`config.mk`:
```
export PLATFORM = sky130hd
export DESIGN_NAME = iprb_buffer
export DESIGN_NICKNAME = d
export VERILOG_FILES = /design/src/core/iprb_pkg.sv /design/src/core/iprb_buffer.sv /design/src/core/iprb_port_arbiter.sv /design/src/core/iprb_trace_check.sv
export SDC_FILE = /design/constraint.sdc
export NUM_CORES = 2
export LEC_CHECK = 0
export ABC_AREA = 1
export BUFFER_PORTS_ARGS = -buffer_cell sky130_fd_sc_hd__buf_2
export CAP_MARGIN = 30
export CORE_MARGIN = 2
export CORE_UTILIZATION = 40
export DETAILED_ROUTE_END_ITERATION = 8
export SYNTH_ARGS = -nofsm -noshare
export SYNTH_HDL_FRONTEND = slang
export SYNTH_SLANG_ARGS = --single-unit
```
`constraint.sdc`:
```
create_clock -name ref_clk -period 2.3 [get_ports ref_clk]
set_clock_uncertainty 0.15 [all_clocks]
set_input_delay 0.46 -clock ref_clk [delete_from_list [all_inputs] [get_ports ref_clk]]
set_output_delay 0.46 -clock ref_clk [all_outputs]
set_load 0.02 [all_outputs]
```
`src/core/iprb_pkg.sv`:
```
package iprb_pkg;

	// ----------------------------------------
	// Sizes and reset values
	// ----------------------------------------
	localparam int IPRB_ENTRIES  = 8;
	localparam int IPRB_ADDR_W   = 64;
	localparam int IPRB_VEC_W    = 2;
	localparam int IPRB_HINT_SLOT = 2;
	localparam logic [1:0] IPRB_AGE_RST = 2'h0;

	// ----------------------------------------
	// Completer and source encodings
	// ----------------------------------------
	typedef enum logic [1:0] {
		IPRB_NOT_TAKEN = 2'b00,
		IPRB_TAKEN     = 2'b01,
		IPRB_DONT_CARE = 2'b10
	} iprb_compl_t;

	typedef enum logic [1:0] {
		IPRB_SRC_HINT0 = 2'b00,
		IPRB_SRC_HINT1 = 2'b01,
		IPRB_SRC_MOVE  = 2'b10
	} iprb_src_t;
endpackage

```
`src/core/iprb_buffer.sv`:
```
`timescale 1ns/1ps
module iprb_buffer #(
	parameter int ENTRIES = iprb_pkg::IPRB_ENTRIES,
	parameter int ADDR_W  = iprb_pkg::IPRB_ADDR_W
) (
	// Clock and reset
	input  wire logic              ref_clk,
	input  wire logic              nrst,
	// Bundle pair hints
	input  wire logic              hint0Valid,
	input  wire logic [1:0]        hint0Slot,
	input  wire logic [ADDR_W-1:0] hint0Addr,
	input  wire iprb_pkg::iprb_compl_t hint0Compl0,
	input  wire iprb_pkg::iprb_compl_t hint0Compl1,
	input  wire logic              hint1Valid,
	input  wire logic [1:0]        hint1Slot,
	input  wire logic [ADDR_W-1:0] hint1Addr,
	input  wire iprb_pkg::iprb_compl_t hint1Compl0,
	input  wire iprb_pkg::iprb_compl_t hint1Compl1,
	// Branch register move in the execute-detect stage
	input  wire logic              moveValid,
	input  wire logic [ADDR_W-1:0] moveAddr,
	// Front-end branch prediction
	input  wire logic              branchValid,
	input  wire logic              branchTaken,
	// First-level icache and translation lookup of the issuing entry
	output logic                   lookupValid,
	output logic [ADDR_W-1:0]      lookupAddr,
	input  wire logic              icacheHit,
	input  wire logic              itlbMiss,
	// Mid-level icache request
	output logic                   midReqValid,
	output logic [ADDR_W-1:0]      midReqAddr,
	input  wire logic              midReqReady,
	// Streaming engine wide-hint vector
	input  wire logic              streamActive,
	input  wire logic [1:0]        streamTrace,
	input  wire logic [1:0]        streamDc,
	output logic                   streamCancel,
	// Status
	output logic [ENTRIES-1:0]     entryValid,
	output logic [ENTRIES-1:0]     entryReady,
	output logic                   cancelPulse
);
	import iprb_pkg::*;

	localparam int IDX_W = $clog2(ENTRIES);

	// ----------------------------------------
	// Entry storage
	// ----------------------------------------
	logic [ENTRIES-1:0]      valid_reg, valid_next;
	logic [ADDR_W-1:0]       addr_reg [ENTRIES], addr_next [ENTRIES];
	logic [1:0]              trace_reg [ENTRIES], trace_next [ENTRIES];
	logic [1:0]              dc_reg [ENTRIES], dc_next [ENTRIES];
	logic [1:0]              age_reg [ENTRIES], age_next [ENTRIES];
	logic [1:0]              trUpd [ENTRIES], dcUpd [ENTRIES], agUpd [ENTRIES];
	logic [ENTRIES-1:0]      mism;
	logic [1:0]              sTr_reg, sTr_next, sDc_reg, sDc_next, sAg_reg, sAg_next;
	logic                    sMis;
	logic [1:0]              sTrUpd, sDcUpd, sAgUpd;
	logic                    sAct_reg, sAct_next;
	logic                    cancel_reg, cancel_next;
	logic                    midV_reg, midV_next;
	logic [ADDR_W-1:0]       midA_reg, midA_next;

	// Only slot-2 hints count as sources.
	logic h0, h1;
	assign h0 = hint0Valid && (hint0Slot == 2'(IPRB_HINT_SLOT));
	assign h1 = hint1Valid && (hint1Slot == 2'(IPRB_HINT_SLOT));

	logic      p0V, p1V;
	iprb_src_t p0S, p1S;

	iprb_port_arbiter u_arb (
		.hint0Valid (h0),
		.hint1Valid (h1),
		.moveValid  (moveValid),
		.port0Valid (p0V),
		.port0Src   (p0S),
		.port1Valid (p1V),
		.port1Src   (p1S)
	);

	genvar g;
	generate
		for (g = 0; g < ENTRIES; g++) begin : g_chk
			iprb_trace_check u_chk (
				.traceIn     (trace_reg[g]),
				.dcIn        (dc_reg[g]),
				.ageIn       (age_reg[g]),
				.branchValid (branchValid && valid_reg[g]),
				.branchTaken (branchTaken),
				.traceOut    (trUpd[g]),
				.dcOut       (dcUpd[g]),
				.ageOut      (agUpd[g]),
				.mismatch    (mism[g])
			);
			assign entryReady[g] = valid_reg[g] && (&age_reg[g]);
		end
	endgenerate

	iprb_trace_check u_stream (
		.traceIn     (sTr_reg),
		.dcIn        (sDc_reg),
		.ageIn       (sAg_reg),
		.branchValid (branchValid && sAct_reg),
		.branchTaken (branchTaken),
		.traceOut    (sTrUpd),
		.dcOut       (sDcUpd),
		.ageOut      (sAgUpd),
		.mismatch    (sMis)
	);

	// Lowest ready entry is presented for lookup.
	logic [IDX_W-1:0] issIdx;
	logic             issAny;
	always_comb begin
		issIdx = '0;
		issAny = 1'b0;
		for (int i = ENTRIES - 1; i >= 0; i--) begin
			if (entryReady[i] && !mism[i]) begin
				issIdx = IDX_W'(i);
				issAny = 1'b1;
			end
		end
	end

	assign lookupValid = issAny && !midV_reg;
	assign lookupAddr  = addr_reg[issIdx];
	assign entryValid  = valid_reg;
	assign midReqValid = midV_reg;
	assign midReqAddr  = midA_reg;
	assign streamCancel = cancel_reg;
	assign cancelPulse  = cancel_reg;

	function automatic logic [1:0] dcBits(input iprb_compl_t c1, input iprb_compl_t c0);
		dcBits = {c1 == IPRB_DONT_CARE, c0 == IPRB_DONT_CARE};
	endfunction

	function automatic logic [1:0] tkBits(input iprb_compl_t c1, input iprb_compl_t c0);
		tkBits = {c1 == IPRB_TAKEN, c0 == IPRB_TAKEN};
	endfunction

	always_comb begin
		logic [ADDR_W-1:0] wA [2];
		logic [1:0]        wT [2];
		logic [1:0]        wD [2];
		logic [1:0]        wV;
		logic [1:0]        done;
		logic              anyCancel;
		logic              placed;
		iprb_src_t         s;
		wA = '{default: '0};
		wT = '{default: '0};
		wD = '{default: '0};
		placed = 1'b0;
		s = IPRB_SRC_HINT0;
		wV = {p1V, p0V};
		done = 2'b00;
		anyCancel = 1'b0;
		for (int p = 0; p < 2; p++) begin
			s = (p == 0) ? p0S : p1S;
			unique case (s)
				IPRB_SRC_HINT0: begin
					wA[p] = hint0Addr;
					wT[p] = tkBits(hint0Compl1, hint0Compl0);
					wD[p] = dcBits(hint0Compl1, hint0Compl0);
				end
				IPRB_SRC_HINT1: begin
					wA[p] = hint1Addr;
					wT[p] = tkBits(hint1Compl1, hint1Compl0);
					wD[p] = dcBits(hint1Compl1, hint1Compl0);
				end
				default: begin
					wA[p] = moveAddr;
					wT[p] = 2'h0;
					wD[p] = 2'h3;
				end
			endcase
		end
		for (int i = 0; i < ENTRIES; i++) begin
			valid_next[i] = valid_reg[i] && !mism[i]; // Freed at once.
			addr_next[i]  = addr_reg[i];
			trace_next[i] = trUpd[i];
			dc_next[i]    = dcUpd[i];
			age_next[i]   = agUpd[i];
			anyCancel     = anyCancel | (valid_reg[i] & mism[i]);
		end
		midV_next = midV_reg && !midReqReady;
		midA_next = midA_reg;
		if (lookupValid) begin
			valid_next[issIdx] = 1'b0;
			if (itlbMiss) begin
				anyCancel = 1'b1; // Translation miss cancels.
			end else if (!icacheHit) begin
				midV_next = 1'b1; // Only misses go on.
				midA_next = addr_reg[issIdx];
			end
		end
		// Two free slots at most are taken per cycle.
		// One port per free slot, so port 1 never lands on the slot port 0 just took.
		for (int i = 0; i < ENTRIES; i++) begin
			placed = 1'b0;
			if (!valid_reg[i]) begin
				for (int p = 0; p < 2; p++) begin
					if (!placed && wV[p] && !done[p] && !(p == 1 && wV[0] && !done[0])) begin
						valid_next[i] = 1'b1;
						addr_next[i]  = wA[p];
						trace_next[i] = wT[p];
						dc_next[i]    = wD[p];
						age_next[i]   = IPRB_AGE_RST | wD[p];
						done[p]       = 1'b1;
						placed        = 1'b1;
					end
				end
			end
		end
		cancel_next = anyCancel;
		sAct_next = streamActive && !sMis;
		sTr_next  = sAct_reg ? sTrUpd : streamTrace;
		sDc_next  = sAct_reg ? sDcUpd : streamDc;
		sAg_next  = sAct_reg ? sAgUpd : streamDc;
		if (sAct_reg && sMis) begin
			cancel_next = 1'b1;
		end
	end

	always_ff @(posedge ref_clk or negedge nrst) begin
		if (!nrst) begin
			valid_reg  <= '0;
			midV_reg   <= 1'b0;
			midA_reg   <= '0;
			cancel_reg <= 1'b0;
			sAct_reg   <= 1'b0;
			sTr_reg    <= 2'h0;
			sDc_reg    <= 2'h0;
			sAg_reg    <= IPRB_AGE_RST;
			for (int i = 0; i < ENTRIES; i++) begin
				addr_reg[i]  <= '0;
				trace_reg[i] <= 2'h0;
				dc_reg[i]    <= 2'h0;
				age_reg[i]   <= IPRB_AGE_RST;
			end
		end else begin
			valid_reg  <= valid_next;
			midV_reg   <= midV_next;
			midA_reg   <= midA_next;
			cancel_reg <= cancel_next;
			sAct_reg   <= sAct_next;
			sTr_reg    <= sTr_next;
			sDc_reg    <= sDc_next;
			sAg_reg    <= sAg_next;
			for (int i = 0; i < ENTRIES; i++) begin
				addr_reg[i]  <= addr_next[i];
				trace_reg[i] <= trace_next[i];
				dc_reg[i]    <= dc_next[i];
				age_reg[i]   <= age_next[i];
			end
		end
	end

	// ----------------------------------------
	// Checks
	// ----------------------------------------
	hit_no_fwd_a: assert property (@(posedge ref_clk) disable iff (!nrst)
		lookupValid && icacheHit && !midReqValid |=> !midReqValid)
		else $error("icache hit forwarded");
	tlb_cancel_a: assert property (@(posedge ref_clk) disable iff (!nrst)
		lookupValid && itlbMiss |=> cancelPulse)
		else $error("tlb miss not cancelled");
	miss_fwd_a: assert property (@(posedge ref_clk) disable iff (!nrst)
		lookupValid && !icacheHit && !itlbMiss |=> midReqValid)
		else $error("miss not forwarded");
	ready_age_a: assert property (@(posedge ref_clk) disable iff (!nrst)
		lookupValid |-> &age_reg[issIdx])
		else $error("issue before aged");
	mism_free_a: assert property (@(posedge ref_clk) disable iff (!nrst)
		valid_reg[0] && mism[0] |=> !valid_reg[0])
		else $error("mismatch not freed");
	two_writes_a: assert property (@(posedge ref_clk) disable iff (!nrst)
		$countones(valid_reg) <= $countones($past(valid_reg)) + 2)
		else $error("more than two writes");
	none_write_a: assert property (@(posedge ref_clk) disable iff (!nrst)
		!h0 && !h1 && !moveValid |=> $countones(valid_reg) <= $countones($past(valid_reg)))
		else $error("write without request");
	stream_cancel_a: assert property (@(posedge ref_clk) disable iff (!nrst)
		sAct_reg && sMis |=> streamCancel)
		else $error("stream not cancelled");
	drop_hint1_a: assert property (@(posedge ref_clk) disable iff (!nrst)
		h0 && h1 && moveValid |-> p0V && p1V && p0S == IPRB_SRC_HINT0 && p1S == IPRB_SRC_MOVE)
		else $error("bundle-1 hint kept over move");
endmodule // iprb_buffer

```
`src/core/iprb_port_arbiter.sv`:
```
`timescale 1ns/1ps
module iprb_port_arbiter (
	// Requesters
	input  wire logic hint0Valid,
	input  wire logic hint1Valid,
	input  wire logic moveValid,
	// Port selections
	output logic      port0Valid,
	output iprb_pkg::iprb_src_t port0Src,
	output logic      port1Valid,
	output iprb_pkg::iprb_src_t port1Src
);
	import iprb_pkg::*;

	always_comb begin
		port0Valid = 1'b1;
		port1Valid = 1'b0;
		port0Src   = IPRB_SRC_HINT0;
		port1Src   = IPRB_SRC_MOVE;
		// Hints claim port 0 first, bundle 0 ahead of bundle 1.
		if (hint0Valid) begin
			port0Src = IPRB_SRC_HINT0;
			if (moveValid) begin
				port1Valid = 1'b1; // Bundle-1 hint drops when the move is present.
				port1Src   = IPRB_SRC_MOVE;
			end else if (hint1Valid) begin
				port1Valid = 1'b1;
				port1Src   = IPRB_SRC_HINT1;
			end
		end else if (hint1Valid) begin
			port0Src   = IPRB_SRC_HINT1;
			port1Valid = moveValid;
			port1Src   = IPRB_SRC_MOVE;
		end else if (moveValid) begin
			port0Src = IPRB_SRC_MOVE;
		end else begin
			port0Valid = 1'b0; // Nothing to write.
		end
	end
endmodule // iprb_port_arbiter

```
`src/core/iprb_trace_check.sv`:
```
`timescale 1ns/1ps
module iprb_trace_check (
	// Entry state
	input  wire logic [1:0] traceIn,
	input  wire logic [1:0] dcIn,
	input  wire logic [1:0] ageIn,
	// Branch event
	input  wire logic       branchValid,
	input  wire logic       branchTaken,
	// Update
	output logic [1:0]      traceOut,
	output logic [1:0]      dcOut,
	output logic [1:0]      ageOut,
	output logic            mismatch
);
	import iprb_pkg::*;

	always_comb begin
		traceOut = traceIn;
		dcOut    = dcIn;
		ageOut   = ageIn | dcIn; // Don't-care bits count as checked.
		mismatch = 1'b0;
		if (branchValid && !ageOut[0]) begin
			if (traceIn[0] == branchTaken) begin
				traceOut = {1'b0, traceIn[1]};
				dcOut    = {1'b0, dcIn[1]};
				ageOut   = {1'b1, ageOut[1]};
			end else begin
				mismatch = 1'b1;
			end
		end else if (branchValid && !ageOut[1]) begin
			// A don't-care first bit still uses up this branch, so the second bit gets its turn.
			traceOut = {1'b0, traceIn[1]};
			dcOut    = {1'b0, dcIn[1]};
			ageOut   = {1'b1, ageOut[1]};
		end
	end
endmodule // iprb_trace_check

```
Yosys cells after proc, flatten, opt, wreduce, memory -nomap -nowiden
Index checks and enable logic that the tools add are counted.
{"block": "word_totals", "reg_bits": 641, "out_inout_bits": 148, "wordCells": 598}
{"block": "op_classes", "magnitude_cmp": 3, "eq_ne": 23, "muxes": 305, "bitwise_logic": 37, "reduce_logical": 190}
{"op": "64-bit two-way mux", "n": 18}
{"op": "2-bit two-way mux", "n": 169}
{"op": "64-bit one-hot mux with 2 select lines", "n": 2}
{"op": "64-bit binary-select mux with 3-bit select", "n": 1}
{"op": "1-bit two-way mux", "n": 101}
{"op": "1-bit logical AND", "n": 96}
{"op": "1-bit logical NOT", "n": 66}
{"op": "2-bit AND reduction", "n": 17}
{"op": "3-bit two-way mux", "n": 8}
{"op": "2-bit bitwise OR", "n": 9}
{"op": "2-bit one-hot mux with 2 select lines", "n": 4}
{"op": "2-bit nonzero test", "n": 8}
{"op": "2-bit by 1-bit == test with 1-bit output, second input constant", "n": 6}
{"op": "2-bit == test, second input constant", "n": 6}
{"op": "1-bit inverter", "n": 10}
{"op": "1-bit == test", "n": 9}
{"op": "1-bit AND", "n": 8}
{"op": "8-bit AND", "n": 1}
{"op": "8-bit two-way mux", "n": 1}
{"op": "8-bit inverter", "n": 1}
{"op": "1-bit bitwise OR", "n": 7}
{"op": "4-bit greater-or-equal comparator, second input constant", "n": 1}
{"op": "2-bit logical NOT", "n": 2}
{"op": "3-bit by 4-bit < comparator with 1-bit output, second input constant", "n": 1}
{"op": "6 further kinds", "n": 6}

Logic depth before layout (Yosys ltp)
{"block": "depth", "word_depth": 82, "ltp_mapped": 18, "ltp_nobuf": 15}

Modules after synthesis
From an unflattened synthesis, not the netlist that was laid out.
{"block": "unflattened", "cells_unflattened": 5671, "hier_area_um2": 39039.9}
{"module": "iprb_buffer", "n_inst": 1, "cells_per_inst": 5373, "area_each_um2": 37621.1, "seq_area_each_um2": 16040.4}
{"module": "iprb_trace_check", "n_inst": 9, "cells_per_inst": 32, "area_each_um2": 152.6, "seq_area_each_um2": 0.0}
{"module": "iprb_port_arbiter", "n_inst": 1, "cells_per_inst": 10, "area_each_um2": 45.0, "seq_area_each_um2": 0.0}

Worst setup path after synthesis
Ideal clock, no wire load.
{"block": "synth_timing", "path_kind": "reg2out", "start": "register valid_reg[7] (netlist: entryValid[7])", "end": "output lookupAddr[34]", "arrival_time_ps": 2210, "setup_slack_ps": -520, "path_stages_with_launch": 14, "cell_sequence": "dfrtp_1 -> nand2_1 -> nor2_1 -> nand2_1 -> nand2_1 -> nand2_1 -> nand2_1 -> nand2_1 -> nand2_1 -> clkbuf_1 -> buf_1 -> nand3_1 -> nand3_1 -> nand4_1"}
{"item": "start: declaration", "line": "iprb_buffer.sv:52", "rtl": "logic [ENTRIES-1:0] valid_reg, valid_next;"}
{"item": "start signal: assignment", "line": "iprb_buffer.sv:246", "rtl": "valid_reg <= valid_next;"}
{"item": "1-bit logical AND", "line": "iprb_buffer.sv:99", "rtl": "assign entryReady[g] = valid_reg[g] && (&age_reg[g]);"}
{"item": "via entryReady[7]", "line": "iprb_buffer.sv:42", "rtl": "output logic [ENTRIES-1:0] entryReady,"}
{"item": "1-bit logical AND", "line": "iprb_buffer.sv:122", "rtl": "if (entryReady[i] && !mism[i]) begin"}
{"item": "3-bit two-way mux (8 in series)", "line": "iprb_buffer.sv:122"}
{"item": "3-bit inverter with 4-bit output (not written as such)", "line": "iprb_buffer.sv:130", "rtl": "assign lookupAddr = addr_reg[issIdx];"}
{"item": "64-bit binary-select mux with 3-bit select", "line": "iprb_buffer.sv:130"}
{"item": "64-bit two-way mux (not written as such) (2 in series)", "line": "iprb_buffer.sv:130"}
{"item": "end: declaration", "line": "iprb_buffer.sv:28", "rtl": "output logic [ADDR_W-1:0] lookupAddr,"}
The timed path passes the listed nets, and every way through them passes these cells. The select of a mux whose other input is x is not followed.

Worst setup path after layout
{"block": "layout_timing", "start": "register age_reg[1] in the netlist's numbering", "end": "output lookupAddr[27]"}
{"block": "layout_between", "elab_chain_len": 15}
{"item": "start: declaration", "line": "iprb_buffer.sv:56", "rtl": "logic [1:0] age_reg [ENTRIES], age_next [ENTRIES];"}
{"item": "start signal: indexed assignment", "line": "iprb_buffer.sv:258", "rtl": "age_reg[i] <= age_next[i];"}
{"item": "2-bit AND reduction", "line": "iprb_buffer.sv:99"}
{"item": "1-bit logical AND", "line": "iprb_buffer.sv:99"}
{"item": "1-bit logical AND", "line": "iprb_buffer.sv:122"}
{"item": "3-bit two-way mux (8 in series)", "line": "iprb_buffer.sv:122"}
{"item": "3-bit inverter with 4-bit output (not written as such)", "line": "iprb_buffer.sv:130"}
{"item": "64-bit binary-select mux with 3-bit select", "line": "iprb_buffer.sv:130"}
{"item": "64-bit two-way mux (not written as such) (2 in series)", "line": "iprb_buffer.sv:130"}
Every way passes these cells. The select of a mux whose other input is x is not followed.

==> results.json <==
{
  "status": "complete, but fails checks",
  "violations": "negative setup slack",
  "post_drt_wl_per_cell_um": 21.4,
  "path_buf_inv": 4,
  "slew_viol_final": 0,
  "p_per_area_nw_per_um2": 1750,
  "syn_area_um2": 38000,
  "yosys.area.top_type": "dfrtp_1",
  "yosys_warnings": 0,
  "met2_usage_pct": 48.2,
  "antenna_cells": 0,
  "cts_tree": "yes",
  "ys_async_sr_fraction_pct": 100,
  "vias_per_cell": 5.49,
  "holdPathEnd": "cancelPulse$_DFF_PN0_",
  "largest_reg_flops": 512,
  "r2r-start": "entryValid[0]$_DFF_PN0_",
  "slowest_delay_ps": 400,
  "antenna_left": 0,
  "critPathCaptureType": "primary output",
  "syn_inst": 5647,
  "core_region_area_um2": 94600,
  "cts_sinks": 641,
  "met3_usage_pct": 4.65,
  "ys.flop_type": "dfrtp_1",
  "setup_viol": 464,
  "min_path_type": "in2reg",
  "synthToLayoutAreaGrowth_pct": 40.2,
  "cpMaxStageDelayCell": "dfrtp_1",
  "period_minus_slack_ps": 3470,
  "start_util_pct": 40.1,
  "syn_avg_cell_area_um2": 6.72,
  "fmax_mhz": 288,
  "fp.dieW_um": 312,
  "tns_ps": -134700,
  "critPathMostFrequentCell": "nand2_2",
  "utilization_pct": 56.3,
  "ys_types": 41,
  "totalPowerFinal_mw": 93.4,
  "netlist.area_leader.share_pct": 42.2,
  "cpLargestDelayFamily": "simple AND/OR/NAND/NOR gates",
  "fin_ws_ps": -1170,
  "r2r_cells": 16,
  "yosys.cell_count.top_type": "nand2_1",
  "holdPathStages": 3,
  "timing.max_cap.violations": 0,
  "place_congestion": 0.886,
  "via_count": 42200,
  "regToRegSetupSlack_ps": -330,
  "grt_use_total_pct": 30.2,
  "clk_pin_slew_ps": 60,
  "synth_edf_count": 0,
  "worstPathCellList": "nand2_2 -> nor2_4 -> nand2_4 -> nand2_2 -> nand2_2 -> nand2_2 -> nand2_4 -> nand2_8 -> buf_12 -> buf_16 -> buf_12 -> nand3_1 -> nand3_2 -> nand4_1 -> buf_4",
  "drive_gt1_share_pct": 24.6,
  "firstDrtPassIters": 8,
  "grt_busiest_layer": "met2",
  "hpwl_um": 102000,
  "fin_hold_ws_ps": 40.4,
  "grt_pass1_wl_um": 230000,
  "hold_violations": 0,
  "peakVddDrop_mv": 1.52,
  "rows": 113,
  "io_buffers": 366,
  "seq_area_frac_synth_pct": 42.2,
  "slew_headroom_pct": 50.3,
  "io_pins": 367,
  "critPathMaxFanout": 9,
  "p_leak_nw": 28.0,
  "met1_usage_pct": 41.4,
  "rr_endpoint": "addr_reg[40]$_DFFE_PN0P_",
  "grt_pass1_vias": 38600,
  "worstSkewPairLatency_ps": 620,
  "grt_setup_unrepaired": "true",
  "grt_max_degree": 82,
  "clk_path_buf_depth": 3,
  "wirelength_um": 164000,
  "die_area_um2": 97400,
  "antenna_found_initial": 2,
  "fill_cells": 8696,
  "synth_common_cells": "2149 x nand2_1, 808 x o21ai_0, 641 x dfrtp_1, 538 x inv_1, 414 x nand3_1",
  "placedCellCount": 7410,
  "tightest_slew_ps": 740,
  "grt_overflow": 0,
  "crit_type": "reg2out",
  "fin_nets": 6600,
  "finalNonFillerCells": 7696,
  "holdCritStartpoint": "itlbMiss",
  "drcViolationCount": 0,
  "fin_crit_sh_pct": 151,
  "die_h_um": 312,
  "ys_seq_elements": 641,
  "cts_made_buffers": 75,
  "clockRootBuffer": "clkbuf_16",
  "ctsHtreeMaxLevel": 3,
  "arrival_ps": 2860,
  "drt-initial-drc-count": 4356,
  "cp-start-kind": "register",
  "cp.required_ps": 1690,
  "syn_nets": 5866,
  "synth.area.top_cells": "dfrtp_1 42%, nand2_1 21%, o21ai_0 11%, nand3_1 5.5%, inv_1 5.3%"
}
-- worst max-delay path by stage --
stage	from	to	slack [ps]	depth (start not counted)
after floorplan	entryValid[7]$_DFF_PN0_	lookupAddr[24]	-120	13
after CTS	entryValid[7]$_DFF_PN0_	lookupAddr[2]	-1130	14
final	age_reg[1]$_DFF_PN0_	lookupAddr[27]	-1170	15
after detailed placement	entryValid[7]$_DFF_PN0_	lookupAddr[63]	-780	15
after global placement	entryValid[7]$_DFF_PN0_	lookupAddr[63]	-810	15
after global routing	age_reg[1]$_DFF_PN0_	lookupAddr[18]	-1260	16
-- placed cells by master (no fill, tap or decap), drive strengths merged, types with 2 or more instances in the layout --
cell type / instances
nand2: 2152
buf: 972
o21ai: 840
dfrtp: 641
inv: 539
nand3: 420
nor2: 177
a21oi: 167
clkbuf: 161
nand3b: 130
nand4: 72
o22ai: 58
clkinv: 22
a32oi: 13
nor3: 9
xnor2: 8
o31ai: 8
o211ai: 7
a31oi: 7
dlygate4sd3: 7
bufinv: 4
a32o: 3
a22oi: 2
mux2i: 2
or2: 2
nor4: 2
bufbuf: 2
-- worst register-to-register path: stages, from the launching register on --
cell and delay (ps):
dfrtp_2 390, buf_6 100, buf_6 110, nand2_4 60
nor3_4 210, buf_6 140, nand4_4 120, nand2_2 90
nand2_2 60, nor2_4 120, nand3_4 160, a21oi_4 220
buf_6 140, buf_12 160, buf_12 210, nand2_2 70
nand2_1 80
-- metal layers --
layer | share of wire, % | routed length, um
met3 | 9.8 | 16100
met5 | 0.016 | 27
met1 | 40 | 66600
met2 | 45 | 74100
met4 | 4.6 | 7610
-- metrics by stage --
stage | worst slack (ps) | instance area (um2)
5_1_grt | -1260 | 53200
2_1_floorplan | -116 | 38800
3_5_place_dp | -785 | 45800
4_1_cts | -1130 | 49200
3_3_place_gp | -815 | 45800
6_report | -1170 | 53200
-- timing repair --
item                                   in CTS  in global routing
setup endpoints to repair                 476                488
buffers inserted                           16                 66
pin swaps                                  37                193
cloned                                      9                 66
resized for setup                         147                582
endpoints found under the hold margin     141                  0
hold buffers                                7                  0
-- layout make-up --
cell class	count	area, um2	share of cell area (%)
Timing Repair inverter	1	16.3	0.0306
Clock buffer	108	2190	4.12
Sequential cell	641	16100	30.2
Multi-Input combinational cell	4083	20500	38.5
Timing Repair Buffer	1034	10600	19.9
Tap cell	1265	1580	2.97
Clock inverter	19	206	0.388
Inverter	545	2100	3.95
-- cell families after synthesis --
group | synth area share (%)
AOI/OAI and AO/OA | 15.2
xor gates and xnor gates | 0.185
buffers and inverters | 9.63
DFF | 42.2
muxes | 0.0527
and+or+nand+nor | 32.7
-- where the power goes --
part / internal, mW / switching (mW)
Clock: 7.04 / 5.01
Combinational: 25.3 / 36.8
Sequential: 16.5 / 2.63
Note: power is estimated with default switching activity, not from simulation.
